===== config.mk =====
export PLATFORM = sky130hd
export DESIGN_NAME = mar_readout
export DESIGN_NICKNAME = d
export VERILOG_FILES = /design/src/include/mar_pkg.sv /design/src/mar_fifo.sv /design/src/mar_readout.sv
export SDC_FILE = /design/constraint.sdc
export NUM_CORES = 2
export LEC_CHECK = 0
export ABC_AREA = 1
export BUFFER_PORTS_ARGS = -buffer_cell sky130_fd_sc_hd__buf_2
export CAP_MARGIN = 20
export CORE_ASPECT_RATIO = 1.4
export CORE_UTILIZATION = 40
export DETAILED_ROUTE_END_ITERATION = 10
export PLACE_DENSITY = 0.64
export SYNTH_ARGS = -nofsm -noshare
export SYNTH_HDL_FRONTEND = slang
export SYNTH_SLANG_ARGS = --single-unit
export TNS_END_PERCENT = 50

===== constraint.sdc =====
create_clock -name CORE_CLK -period 48.7 [get_ports CORE_CLK]
set_input_delay 9.74 -clock CORE_CLK [delete_from_list [all_inputs] [get_ports CORE_CLK]]
set_output_delay 9.74 -clock CORE_CLK [all_outputs]
set_load 0.02 [all_outputs]

===== src/include/mar_pkg.sv =====
// Purpose: Shared constants and types of the four-channel readout block.
// Assumes: A 10 MHz core clock and a 32-bit APB register bus.
// Notes:   Register offsets are byte addresses, one aligned word per register.
package mar_pkg;

   // ==========================================================================
   // Geometry and timing
   // ==========================================================================
   localparam int NCH                 = 4;            // Converter channels.
   localparam int DW                  = 24;           // Sample width.
   localparam int SUM_W               = 28;           // Running sum of 16 samples.
   localparam int HIST_D              = 16;           // Largest averaging count.
   localparam int CORE_CLK_PERIOD_NS  = 100;          // Core clock period in ns.
   localparam int CORE_CLK_HZ         = 1_000_000_000 / CORE_CLK_PERIOD_NS;
   localparam int FIFO_DEPTH_DEF      = 16;           // Stream buffer depth.

   // Conversion rates in samples per second, indexed by the rate field.
   localparam int unsigned RATE_SPS [8] = '{20, 40, 80, 160, 320, 500, 1000, 2000};

   // ==========================================================================
   // Register map
   // ==========================================================================
   localparam logic [7:0]  OFS_CTRL   = 8'h00;        // Run, stream, rate, average.
   localparam logic [7:0]  OFS_MODE   = 8'h04;        // Three bits per channel.
   localparam logic [7:0]  OFS_STAT   = 8'h08;        // Live state, read only.
   localparam logic [7:0]  OFS_CJC    = 8'h0C;        // Cold-junction reading.
   localparam logic [7:0]  OFS_DATA0  = 8'h10;        // Latest value, channel 0.
   localparam logic [7:0]  OFS_STEP   = 8'h04;        // Stride of the data ports.
   localparam logic [31:0] CTRL_RST   = 32'h0000_0000;
   localparam logic [11:0] MODE_RST   = 12'h000;
   localparam int          MODE_W     = 3;
   localparam logic [2:0]  AVG_MAX    = 3'h4;         // Select 4 means 16 samples.
   localparam int          STAT_LVL_LSB = 8;
   localparam int          STAT_CNT_LSB = 16;

   // ==========================================================================
   // Types
   // ==========================================================================
   typedef enum logic [2:0] {
      MAR_VOLT, MAR_CURR, MAR_FBRIDGE, MAR_HBRIDGE, MAR_TC, MAR_RTD, MAR_WRES
   } mar_mode_t;

   // Control word, laid out as bits 7..0 of the control register.
   typedef struct packed {
      logic [2:0] avg;    // 0 bypass, k gives 2**k samples.
      logic [2:0] rate;   // Index into RATE_SPS.
      logic       strm;   // Continuous block delivery.
      logic       run;    // Conversions running.
   } mar_ctrl_t;

   // One stream word: channel number and its result.
   typedef struct packed {
      logic [1:0]    ch;
      logic [DW-1:0] data;
   } mar_smp_t;

endpackage : mar_pkg


===== src/mar_fifo.sv =====
// Purpose: Stream buffer between the sample engine and the host link.
// Assumes: One clock, synchronous active-high reset.
// Notes:   Depth must be a power of two; head word is read from registers.
`timescale 1ns/10ps

module mar_fifo #(
   parameter int W     = 26,
   parameter int DEPTH = 16
) (
   input  wire logic                       CLK,
   input  wire logic                       RST,
   input  wire logic                       IN_VALID,
   output      logic                       IN_READY,
   input  wire logic [W-1:0]               IN_DATA,
   output      logic                       OUT_VALID,
   input  wire logic                       OUT_READY,
   output      logic [W-1:0]               OUT_DATA,
   output      logic [$clog2(DEPTH+1)-1:0] LEVEL
);

   localparam int AW = $clog2(DEPTH);
   localparam int CW = $clog2(DEPTH + 1);   // Width of the word count.

   // ==========================================================================
   // Elaboration checks
   // ==========================================================================
   if (DEPTH < 2 || (1 << AW) != DEPTH) begin : g_bad_depth
      $error("mar_fifo depth must be a power of two of at least 2.");
   end

   logic [W-1:0]              mem_r [DEPTH];  // Storage words.
   logic [AW-1:0]             wptr_r;         // Next slot to fill.
   logic [AW-1:0]             rptr_r;         // Oldest word.
   logic [$clog2(DEPTH+1)-1:0] cnt_r;         // Words held.
   logic                      push;           // Word accepted.
   logic                      pop;            // Word delivered.

   // Full and empty come straight from the word count.
   assign IN_READY  = (cnt_r != CW'(DEPTH));
   assign OUT_VALID = (cnt_r != '0);
   assign push      = IN_VALID && IN_READY;
   assign pop       = OUT_VALID && OUT_READY;
   assign OUT_DATA  = mem_r[rptr_r];
   assign LEVEL     = cnt_r;

   // Storage is written only on an accepted word.
   always_ff @(posedge CLK) begin
      if (push) begin
         mem_r[wptr_r] <= IN_DATA;
      end
   end

   // Pointers and count move on accepted words at each end.
   always_ff @(posedge CLK) begin
      if (RST) begin
         wptr_r <= '0;
         rptr_r <= '0;
         cnt_r  <= '0;
      end else begin
         if (push) begin
            wptr_r <= wptr_r + 1'b1;
         end
         if (pop) begin
            rptr_r <= rptr_r + 1'b1;
         end
         if (push && !pop) begin
            cnt_r <= cnt_r + 1'b1;
         end else if (pop && !push) begin
            cnt_r <= cnt_r - 1'b1;
         end
      end
   end

endmodule : mar_fifo


===== src/mar_readout.sv =====
// Purpose: Readout engine of a four-channel 24-bit acquisition front end.
// Assumes: Converter results arrive together with a one-cycle done strobe.
// Notes:   Registers over APB; continuous data leave through a buffered stream.
//
// How it works
// Each channel holds its own input mode.
// Averaging count 0, 2, 4, 8, 16; zero bypasses.
// Results are 24-bit two's complement values.
// Codes span 800000 through 7FFFFF, zero 000000.
// Eight rates, chosen while acquisition is stopped.
// Poll port overwritten by every new result.
// Repeated poll reads return the stored value.
// Stream delivers every sample, none lost, none doubled.
// Host buffer is a multiple of 128 samples.
// Cold-junction temperature readable in degrees Celsius.
// All channels convert together at one rate.
// Filter output is mean of latest N.
//
// Added by the designer: the APB slave port and the address map.
`timescale 1ns/10ps

module mar_readout
   import mar_pkg::*;
#(
   parameter int CLK_HZ     = CORE_CLK_HZ,     // Shorten for simulation.
   parameter int FIFO_DEPTH = FIFO_DEPTH_DEF
) (
   input  wire logic                  CORE_CLK,
   input  wire logic                  RST,
   input  wire logic                  PSEL,
   input  wire logic                  PENABLE,
   input  wire logic                  PWRITE,
   input  wire logic [7:0]            PADDR,
   input  wire logic [31:0]           PWDATA,
   output      logic [31:0]           PRDATA,
   output      logic                  PREADY,
   output      logic                  PSLVERR,
   output      logic                  CONV_START,
   input  wire logic                  CONV_DONE,
   input  wire logic [NCH-1:0][DW-1:0] RAW_DATA,
   input  wire logic [15:0]           CJ_TEMP,
   output      logic [NCH-1:0][2:0]   MODE_SEL,
   output      logic                  STRM_VALID,
   input  wire logic                  STRM_READY,
   output      logic [DW+1:0]         STRM_DATA
);

   // ==========================================================================
   // Elaboration checks
   // ==========================================================================
   if (CLK_HZ / 2000 < 2) begin : g_bad_clk
      $error("mar_readout clock too slow for the fastest rate.");
   end

   typedef enum logic {S_IDLE, S_PROC} mar_state_t;

   localparam int LVW = $clog2(FIFO_DEPTH + 1);

   mar_ctrl_t                 ctrl_r;              // Control register.
   logic [NCH-1:0][2:0]       mode_r;              // Per-channel modes.
   logic [DW-1:0]             raw_r  [NCH];        // Captured conversion set.
   logic [DW-1:0]             poll_r [NCH];        // Latest-value ports.
   logic [DW-1:0]             hist_r [NCH][HIST_D]; // Raw history rings.
   logic signed [SUM_W-1:0]   sum_r  [NCH];        // Running window sums.
   logic [3:0]                wptr_r;              // Ring slot of this set.
   logic [1:0]                ch_r;                // Channel being processed.
   mar_state_t                st_r;                // Engine state.
   logic [31:0]               div_cnt_r;           // Conversion interval count.
   logic [15:0]               conv_cnt_r;          // Completed sets.
   logic [31:0]               prdata_r;            // Registered read data.
   logic                      wr_en;               // APB write takes effect.
   logic                      rd_setup;            // APB read setup cycle.
   logic                      addr_ok;             // Address is mapped.
   logic [31:0]               rd_nxt;              // Read mux result.
   logic [31:0]               div_lim;             // Cycles per conversion.
   logic                      tick;                // Interval elapsed.
   logic                      advance;             // Channel step completes.
   logic                      flt_clr;             // Averaging count changed.
   logic [DW-1:0]             cur_raw;             // Raw value of ch_r.
   logic [4:0]                n_cnt;               // Window length.
   logic [3:0]                old_idx;             // Slot leaving the window.
   logic signed [SUM_W-1:0]   sum_nxt;             // Updated window sum.
   logic signed [SUM_W-1:0]   mean_full;           // Sum divided by N.
   logic [DW-1:0]             filt;                // Result for ch_r.
   logic                      fifo_in_ready;       // Buffer has room.
   logic [LVW-1:0]            fifo_lvl;            // Buffer occupancy.
   mar_smp_t                  smp;                 // Word offered to the buffer.
   mar_ctrl_t                 ctrl_wr;             // Control word being written.
   logic [NCH-1:0][2:0]       mode_wr;             // Mode word being written.

   // Sign extension of a result into the running-sum width.
   function automatic logic signed [SUM_W-1:0] sx(input logic [DW-1:0] v);
      sx = {{(SUM_W - DW){v[DW-1]}}, v};
   endfunction : sx

   // ==========================================================================
   // APB slave
   // ==========================================================================
   // Zero wait states: read data are captured in the setup cycle.
   assign wr_en    = PSEL && PENABLE && PWRITE;
   assign rd_setup = PSEL && !PENABLE && !PWRITE;
   assign addr_ok  = (PADDR[1:0] == 2'h0) && (PADDR <= OFS_DATA0 + 8'(3 * OFS_STEP));
   assign PREADY   = 1'b1;
   assign PSLVERR  = PSEL && PENABLE && !addr_ok;
   assign PRDATA   = prdata_r;
   assign ctrl_wr  = PWDATA[7:0];
   assign mode_wr  = PWDATA[11:0];

   // Read multiplexer; data ports hold 24 bits with zeros above.
   always_comb begin
      rd_nxt = 32'h0000_0000;
      case (PADDR)
         OFS_CTRL: rd_nxt = {24'h00_0000, ctrl_r};
         OFS_MODE: rd_nxt = {20'h0_0000, mode_r};
         OFS_STAT: begin
            rd_nxt[STAT_CNT_LSB +: 16] = conv_cnt_r;
            rd_nxt[STAT_LVL_LSB +: LVW] = fifo_lvl;
            rd_nxt[0] = ctrl_r.run;
            rd_nxt[1] = (st_r == S_PROC);
         end
         OFS_CJC:  rd_nxt = {{16{CJ_TEMP[15]}}, CJ_TEMP};
         default: begin
            if (addr_ok && PADDR >= OFS_DATA0) begin
               rd_nxt = {8'h00, poll_r[2'(PADDR[3:2])]};
            end
         end
      endcase
   end

   // Read data register, loaded only on a read setup.
   always_ff @(posedge CORE_CLK) begin
      if (RST) begin
         prdata_r <= 32'h0000_0000;
      end else if (rd_setup) begin
         prdata_r <= rd_nxt;
      end
   end

   // Control register; rate and averaging are locked while running.
   always_ff @(posedge CORE_CLK) begin
      if (RST) begin
         ctrl_r <= CTRL_RST[7:0];
      end else if (wr_en && PADDR == OFS_CTRL) begin
         ctrl_r.run  <= ctrl_wr.run;
         ctrl_r.strm <= ctrl_wr.strm;
         if (!ctrl_r.run) begin
            ctrl_r.rate <= ctrl_wr.rate;
            if (ctrl_wr.avg <= AVG_MAX) begin
               ctrl_r.avg <= ctrl_wr.avg;
            end
         end
      end
   end

   // Averaging history restarts whenever the window length changes.
   assign flt_clr = wr_en && PADDR == OFS_CTRL && !ctrl_r.run &&
                    ctrl_wr.avg <= AVG_MAX && ctrl_wr.avg != ctrl_r.avg;

   // Mode fields are taken one by one; an unused code keeps the old mode.
   for (genvar i = 0; i < NCH; i++) begin : g_mode
      always_ff @(posedge CORE_CLK) begin
         if (RST) begin
            mode_r[i] <= MODE_RST[i*MODE_W +: MODE_W];
         end else if (wr_en && PADDR == OFS_MODE && mode_wr[i] <= MAR_WRES) begin
            mode_r[i] <= mode_wr[i];
         end
      end
   end
   assign MODE_SEL = mode_r;

   // ==========================================================================
   // Conversion timing
   // ==========================================================================
   assign div_lim = 32'(CLK_HZ) / RATE_SPS[ctrl_r.rate];
   assign tick    = ctrl_r.run && (div_cnt_r >= div_lim - 32'h1);

   // One start for all channels per interval; waits while a set is pending.
   always_ff @(posedge CORE_CLK) begin
      if (RST || !ctrl_r.run) begin
         div_cnt_r  <= 32'h0000_0000;
         CONV_START <= 1'b0;
      end else if (tick && st_r == S_IDLE) begin
         div_cnt_r  <= 32'h0000_0000;
         CONV_START <= 1'b1;
      end else begin
         div_cnt_r  <= tick ? div_cnt_r : div_cnt_r + 32'h1;
         CONV_START <= 1'b0;
      end
   end

   // ==========================================================================
   // Sample engine
   // ==========================================================================
   assign cur_raw   = raw_r[ch_r];
   assign n_cnt     = 5'h01 << ctrl_r.avg;
   assign old_idx   = wptr_r - n_cnt[3:0];
   assign sum_nxt   = sum_r[ch_r] + sx(cur_raw) - sx(hist_r[ch_r][old_idx]);
   assign mean_full = sum_nxt >>> ctrl_r.avg;
   assign filt      = (ctrl_r.avg == 3'h0) ? cur_raw : mean_full[DW-1:0];
   assign advance   = (st_r == S_PROC) && (!ctrl_r.strm || fifo_in_ready);

   // State and channel walk: capture all four, then one channel per step.
   always_ff @(posedge CORE_CLK) begin
      if (RST) begin
         st_r       <= S_IDLE;
         ch_r       <= 2'h0;
         conv_cnt_r <= 16'h0000;
      end else begin
         case (st_r)
            S_IDLE: begin
               if (CONV_DONE) begin
                  st_r <= S_PROC;
                  ch_r <= 2'h0;
               end
            end
            S_PROC: begin
               if (advance) begin
                  ch_r <= ch_r + 2'h1;
                  if (ch_r == 2'(NCH - 1)) begin
                     st_r       <= S_IDLE;
                     conv_cnt_r <= conv_cnt_r + 16'h0001;
                  end
               end
            end
            default: st_r <= S_IDLE;
         endcase
      end
   end

   // Raw capture: all channels of one conversion are taken in the same edge.
   always_ff @(posedge CORE_CLK) begin
      if (RST) begin
         for (int i = 0; i < NCH; i++) begin
            raw_r[i] <= '0;
         end
      end else if (st_r == S_IDLE && CONV_DONE) begin
         for (int i = 0; i < NCH; i++) begin
            raw_r[i] <= RAW_DATA[i];
         end
      end
   end

   // Poll ports: each result overwrites the last, read or not.
   always_ff @(posedge CORE_CLK) begin
      if (RST) begin
         for (int i = 0; i < NCH; i++) begin
            poll_r[i] <= '0;
         end
      end else if (advance) begin
         poll_r[ch_r] <= filt;
      end
   end

   // History rings and window sums; cleared when the window changes.
   always_ff @(posedge CORE_CLK) begin
      if (RST || flt_clr) begin
         wptr_r <= 4'h0;
         for (int i = 0; i < NCH; i++) begin
            sum_r[i] <= '0;
            for (int j = 0; j < HIST_D; j++) begin
               hist_r[i][j] <= '0;
            end
         end
      end else if (advance) begin
         hist_r[ch_r][wptr_r] <= cur_raw;
         sum_r[ch_r]          <= sum_nxt;
         if (ch_r == 2'(NCH - 1)) begin
            wptr_r <= wptr_r + 4'h1;
         end
      end
   end

   // ==========================================================================
   // Stream buffer
   // ==========================================================================
   assign smp.ch   = ch_r;
   assign smp.data = filt;

   mar_fifo #(
      .W     (DW + 2),
      .DEPTH (FIFO_DEPTH)
   ) u_fifo (
      .CLK       (CORE_CLK),
      .RST       (RST),
      .IN_VALID  (st_r == S_PROC && ctrl_r.strm),
      .IN_READY  (fifo_in_ready),
      .IN_DATA   (smp),
      .OUT_VALID (STRM_VALID),
      .OUT_READY (STRM_READY),
      .OUT_DATA  (STRM_DATA),
      .LEVEL     (fifo_lvl)
   );
endmodule : mar_readout


**Word level (Yosys, flattened, before mapping)**

Memories as Yosys holds them, arrays and structs flattened. A register that Yosys moved wholly into a read port is not among the register bits.
Index checks and enable logic that the tools add are counted.

- Register bits: 121
- Memories kept: 6
- Memory bits (writable): 2256
- Input port bits: 159
- Word-level logic and storage cells: 180
- Output and inout bits: 74
- Memory bits (read-only): 256

Memory list:

| memory | words | bits a word | rd ports | clocked after Yosys merged registers in | wr ports | RTL line | RTL |
|---|---|---|---|---|---|---|---|
| hist_r | 4 | 384 | 1 | 1 | 4 | mar_readout.sv:63 | `logic [DW-1:0] hist_r [NCH][HIST_D];` |
| u_fifo.mem_r | 16 | 26 | 1 | 1 | 1 | mar_fifo.sv:31 | `logic [W-1:0] mem_r [DEPTH];` |
| (no name shown) | 8 | 32 | 1 | 0 | 0 | mar_readout.sv:174 | `assign div_lim = 32'(CLK_HZ) / RATE_SPS[ctrl_r.rate];` |
| sum_r | 4 | 28 | 1 | 1 | 4 | mar_readout.sv:64 | `logic signed [SUM_W-1:0] sum_r [NCH];` |
| poll_r | 4 | 24 | 1 | 0 | 4 | mar_readout.sv:62 | `logic [DW-1:0] poll_r [NCH];` |
| raw_r | 4 | 24 | 1 | 1 | 4 | mar_readout.sv:61 | `logic [DW-1:0] raw_r [NCH];` |

- Bitwise operators: 9
- Mux-type cells: 60
- Equality and inequality tests: 8
- $lt $le $gt $ge: 12
- Add/sub/neg operators: 12
- Shift operators: 2
- Div/mod/pow operators: 1
- Reduce and logical (&&, ||, !) cells: 52

Operator list:

| kind | count |
|---|---|
| 384-bit 2-to-1 mux | 3 |
| 384-bit OR reduction | 1 |
| 24-bit 2-to-1 mux | 10 |
| 24-bit binary-select mux with 4-bit select | 1 |
| 24-bit demux with 4-bit select | 1 |
| 32-bit 2-to-1 mux | 2 |
| 16-bit case mux with 3 select lines | 1 |
| 32-bit by 1-bit adder with 32-bit output, second input constant | 1 |
| 24-bit by 32-bit divider with 32-bit output, first input constant | 1 |
| 32-bit >= comparator | 1 |
| 32-bit by 1-bit subtractor with 32-bit output, second input constant | 1 |
| 28-bit by 24-bit adder with 28-bit output | 1 |
| 28-bit 2-to-1 mux | 1 |
| 28-bit OR reduction | 1 |
| 28-bit by 3-bit >>> shifter with 24-bit output | 1 |
| 28-bit by 24-bit subtractor with 28-bit output | 1 |
| 1-bit logical AND | 26 |
| 6-bit case mux with 4 select lines | 1 |
| 24-bit OR reduction | 1 |
| 2-bit 2-to-1 mux | 11 |
| 1-bit 2-to-1 mux | 20 |
| 5-bit case mux with 4 select lines | 1 |
| 16-bit by 1-bit adder with 16-bit output, second input constant | 1 |
| 8-bit by 4-bit == test with 1-bit output, second input constant | 2 |
| 39 further kinds | 65 |

**Depth between registers and ports, before layout**

- Depth in word-level cells: 11
- Mapped depth: 394
- Gate-level depth less buffers: 370

**Modules after synthesis**

Synthesis repeated with hierarchy kept, for this count alone.

- Cell total of the unflattened synthesis: 14406
- Area, all modules: 129126.3 µm²

By module, submodules not included:

| module | seq. area each (µm²) | times used | area an instance (µm²) | cells an instance |
|---|---|---|---|---|
| mar_readout | 57455.1 | 1 | 110503.5 | 12593 |
| mar_fifo | 12832.3 | 1 | 18622.9 | 1813 |

**Least setup slack after synthesis**

No wires, ideal clock.

- Kind: register -> register
- Start: register ctrl_r[4] (netlist bit)
- End: register div_cnt_r[26]
- Data required time: 48.630 ns
- Path buffers: 29
- Setup time: 0.070 ns
- Clock period less this slack: 47.341 ns
- Cell stages (with the launch flop): 369
- Path slack: 1.359 ns
- Arrival: 47.271 ns
- Cell sequence: dfxtp_1 -> buf_6 -> clkbuf_8 -> nand2_1 -> nand2_1 -> inv_1 -> ha_1 -> inv_1 -> a21oi_1 -> o21ai_1 -> nor2_1 -> ha_1 -> nand2_1 -> nor2_1 -> nand2_1 -> o21ai_0 -> nand2_1 -> nand2_2 -> [333 not listed] -> nand3_1 -> nor2_1 -> inv_1 -> nor3_1 -> inv_1 -> nor3_1 -> inv_1 -> nor3_1 -> inv_1 -> nor3_1 -> inv_1 -> nor3_1 -> inv_1 -> nor4_1 -> nand2_1 -> nor2_1 -> nand4_1 -> a21oi_1

- Word-level cells in the longest chain between the ends: 10

RTL lines:

| element | RTL line | RTL |
|---|---|---|
| start: declaration | mar_readout.sv:59 | `mar_ctrl_t ctrl_r;` |
| start signal: assignment | mar_readout.sv:142 | `ctrl_r <= CTRL_RST[7:0];` |
| 3-bit inverter with 4-bit output (implied by the code) * | mar_readout.sv:174 |  |
| memory read 8 x 32 bit * | n/a |  |
| 32-bit 2-to-1 mux (implied by the code) * (2 in a row) | mar_readout.sv:174 |  |
| 24-bit by 32-bit divider with 32-bit output * | mar_readout.sv:174 |  |
| 32-bit by 1-bit subtractor with 32-bit output * | mar_readout.sv:175 | `assign tick = ctrl_r.run && (div_cnt_r >= div_lim - 32'h1);` |
| 32-bit >= comparator * | mar_readout.sv:175 |  |
| 1-bit logical AND * | mar_readout.sv:175 |  |
| 1-bit logical AND | mar_readout.sv:182 | `end else if (tick && st_r == S_IDLE) begin` |
| 2-bit OR reduction (no source line) | n/a |  |
| end signal: assignment | mar_readout.sv:186 | `div_cnt_r <= tick ? div_cnt_r : div_cnt_r + 32'h1;` |
| end: declaration | mar_readout.sv:68 | `logic [31:0] div_cnt_r;` |

Mark *: on every way between the ends. The rest lies on a longest branch, timed or not. The select of a mux whose other input is x is not followed.
A chain may end at the register's enable or synchronous reset.

**Worst setup path in the final report**

Same ends and word-level chain as after synthesis.

==> implementation parameters <==
Parameter                              Value

Yosys
  Flop and latch count out of synthesis    2,383
  Share of async-settable or async-resettable flops after synthesis    0%
  Average footprint of a synthesized cell    about 9.3 um^2
  Post-synth cell types    96
  EDFF count, synth    2,256
  Count of yosys warnings during synthesis    0
  List of most frequent post-synthesis cells    sky130_fd_sc_hd__nor2_1, sky130_fd_sc_hd__edfxtp_1, sky130_fd_sc_hd__nand2_1
  Combined area of all synthesized cells    129,000 um^2
  Sequential element share of the synthesized area    54.7%
  Fraction of post-synthesis cell area in the top cell type by area    52.7%
  Most common flop cell mapped by yosys    sky130_fd_sc_hd__edfxtp_1
  Cell accounting for the most synthesized area    sky130_fd_sc_hd__edfxtp_1
  Top post-synthesis cells by area    sky130_fd_sc_hd__edfxtp_1, sky130_fd_sc_hd__nor2_1, sky130_fd_sc_hd__nand2_1
  Synthesized netlist cell count    13.8k
  Leading cell type by number of instances after synthesis    sky130_fd_sc_hd__nor2_1

Floorplanning
  Horizontal die dimension    481 um
  Starting density of the core    40.3%
  Boundary pin count    233
  Die extent in y    673 um
  Die area    324,000 um^2
  Core Region    between 300,000 and 400,000 um^2
  Row count    approximately 250

Cells and area
  Final layout net count    around 14k
  Synth-to-layout area growth    12.0%
  Fraction of layout cells with a size suffix above 1    13.6%
  Final Instance Area    144,000 um^2

Setup path
  Library cell contributing the largest single delay on the critical path    sky130_fd_sc_hd__dfxtp_2
  Endpoint kind of the worst setup timing path    flip-flop
  Largest stage delay on the critical path    between 0.4 and 0.5 ns
  Type of the worst setup path    reg -> reg
  Critical path data required time    a little under 50 ns
  Sort of element at the start of the critical path    flip-flop
  Worst EP arrival    46.16 ns
  Cell with the most instances on the worst path    sky130_fd_sc_hd__nand2_1
  Maximum fanout along the worst path    11

Timing
  Worst clock skew on the final layout    ~0.14 ns
  Worst relative slew slack    17.5%
  Highest clock rate    22.0 MHz
  Slew @ Worst Pin    between 1 and 1.5 ns
  Count of final setup violators    0
  Endpoints failing hold    0
  Shortest period the worst path allows    45.36 ns
  Share of the cycle needed by the critical path after routing    93.1%
  Slew Limit Fails    0

CTS
  Clock buffers created by TritonCTS    ~240
  Clock insertion delay at the later pin of the skew report    slightly below 1 ns
  CTS tree    built
  Cell at the root of the clock tree    sky130_fd_sc_hd__clkbuf_16
  Number of hold-repair buffers added at the cts stage    0
  Clock Tree Buf Depth    4
  # clock sinks    2,383
  CTS clock-pin slew for the worst setup and hold paths    0.07 ns
  H-tree levels    4

Routing
  Wire length per cell    22.6 um
  Routed wire length    412,000 um
  Vias/cell    5.62
  Count of antenna-violating nets left after detailed routing    0
  First-pass detailed-route iteration total    7
  Overall via count from detail_route    a little over 100k
  Number of design-rule violations left by the first detailed-router iteration    9,468
  Post-detailed-route DRC marker count    0

Min path
  Worst hold path type    reg -> reg

Placed design
  Total of buffers placed on input and output ports    211
  Post-DP HPWL    262,000 um
  Post-place instance area    ~140,000 um^2
  Weighted congestion reported at the end of routability-driven placement    0.945

Global route
  Total global-route track usage    ~25%
  Vias in the first global route    about 97k
  Overflow left after global routing    0
  Number of antenna violations at the first check in global routing    11
  Maximum number of pins on one net before global-route repair    179
  Wire length of the first global-routing pass    602,000 um

Status
  Outcome    finished, final reports clean

Flow run
  Number of max-cap violations    0
==> layer usage <==
metal / vias up / wire, um / track usage (%)
met4: 6 / 24900 / 13.5
li1: 47500 / - / -
met1: 49800 / 155000 / 29.3
met2: 4303 / 203000 / 42.6
met3: 991 / 29800 / 3.16
met5: - / 52 / 0
==> state kept, by name, summed over array words and instances, names as in the netlist, 5 cells and up, named ones only <==
| name | flops |
|---|---|
| hist_r | 1536 |
| u_fifo.mem_r | 416 |
| sum_r | 112 |
| poll_r | 96 |
| raw_r | 96 |
| PRDATA | 32 |
| div_cnt_r | 32 |
| conv_cnt_r | 16 |
| MODE_SEL | 12 |
| ctrl_r | 8 |
| u_fifo.LEVEL | 5 |
==> placed cells by master, fill, tap and decap left out, drive strengths merged, types with 108 or more instances in the layout <==
cell type	netlist	final
nand4	165	165
o22ai	108	108
o21ai	1222	1222
nand2	1992	1992
xor2	120	120
nand3	794	795
o211ai	235	235
inv	1101	1106
a21oi	434	434
buf	116	727
edfxtp	2256	2256
clkbuf	793	297
o221ai	304	304
mux2i	113	113
nor2	3211	3211
dfxtp	127	127
ha	254	254
==> worst max-delay path: cells and delay by family (launching register included) <==
family | cells | cell delay (ns)
buffers and inverters | 70 | 6.88
AO/OA/AOI/OAI | 71 | 9.97
flip-flops | 1 | 0.49
adder cells (fa/ha/maj) | 30 | 9.09
XOR/XNOR | 2 | 0.41
AND/OR/NAND/NOR | 169 | 18.16
==> metrics by stage <==
step | instances | util, % | setup WS (ns) | TNS, ns | hold WS [ns]
3_3_place_gp | 17800 | 42.3 | -0.267 | -0.516 | 0.442
5_1_grt | 18300 | 45.2 | -0.304 | -0.643 | 0.485
3_5_place_dp | 17800 | 42.3 | -0.363 | -0.897 | 0.451
6_report | 18300 | 45.2 | 3.34 | 0 | 0.439
2_1_floorplan | 13800 | - | 1.36 | 0 | 0.427
4_1_cts | 18200 | 44.7 | 0.0242 | 0 | 0.437
==> layout make-up <==
cell class,instances,area [um^2]
Inverter,1125,4350
Tap cell,4199,5250
Multi-Input combinational cell,9393,51200
Clock buffer,296,6190
Timing Repair inverter,1,7.51
Clock inverter,124,1250
Antenna cell,4,10.0
Fill cell,30100,175000
Timing Repair Buffer,728,5440
Sequential cell,2383,70300
==> path summary, 6_finish.rpt <==
path / to / cells after the start / startpoint / slack, ns
worst max register to register: div_cnt_r[26] / 342 / ctrl_r[4] / 3.34
worst min-delay path: PRDATA[3] / 2 / MODE_SEL[3] / 0.44
worst max-delay path: div_cnt_r[26] / 342 / ctrl_r[4] / 3.34
worst min register to register: PRDATA[3] / 2 / MODE_SEL[3] / 0.44
==> logic make-up after synthesis <==
logic type                 count (synthesis)  share of synthesized area (%)
and+or+nand+nor                         6344                           22.2
AOI/OAI and AO/OA                       2469                           11.6
DFF                                     2383                           54.7
buffers and inverters                   2034                           6.52
adders and majority gates                283                           2.92
xor gates and xnor gates                 180                           1.23
muxes                                    113                          0.880
other                                      2                        0.00584
==> timing repair <==
| action | 4_1_cts | 5_1_grt |
|---|---|---|
| buffers inserted | 0 | 55 |
| endpoints found under the setup margin | 6 | 33 |
| resized for setup | 10 | 210 |
| pin swaps | 0 | 88 |
| cloned | 0 | 2 |
Power is left out: the tool's default activity adds up to more than one toggle a clock period on the data nets, which glitch-free logic cannot reach.
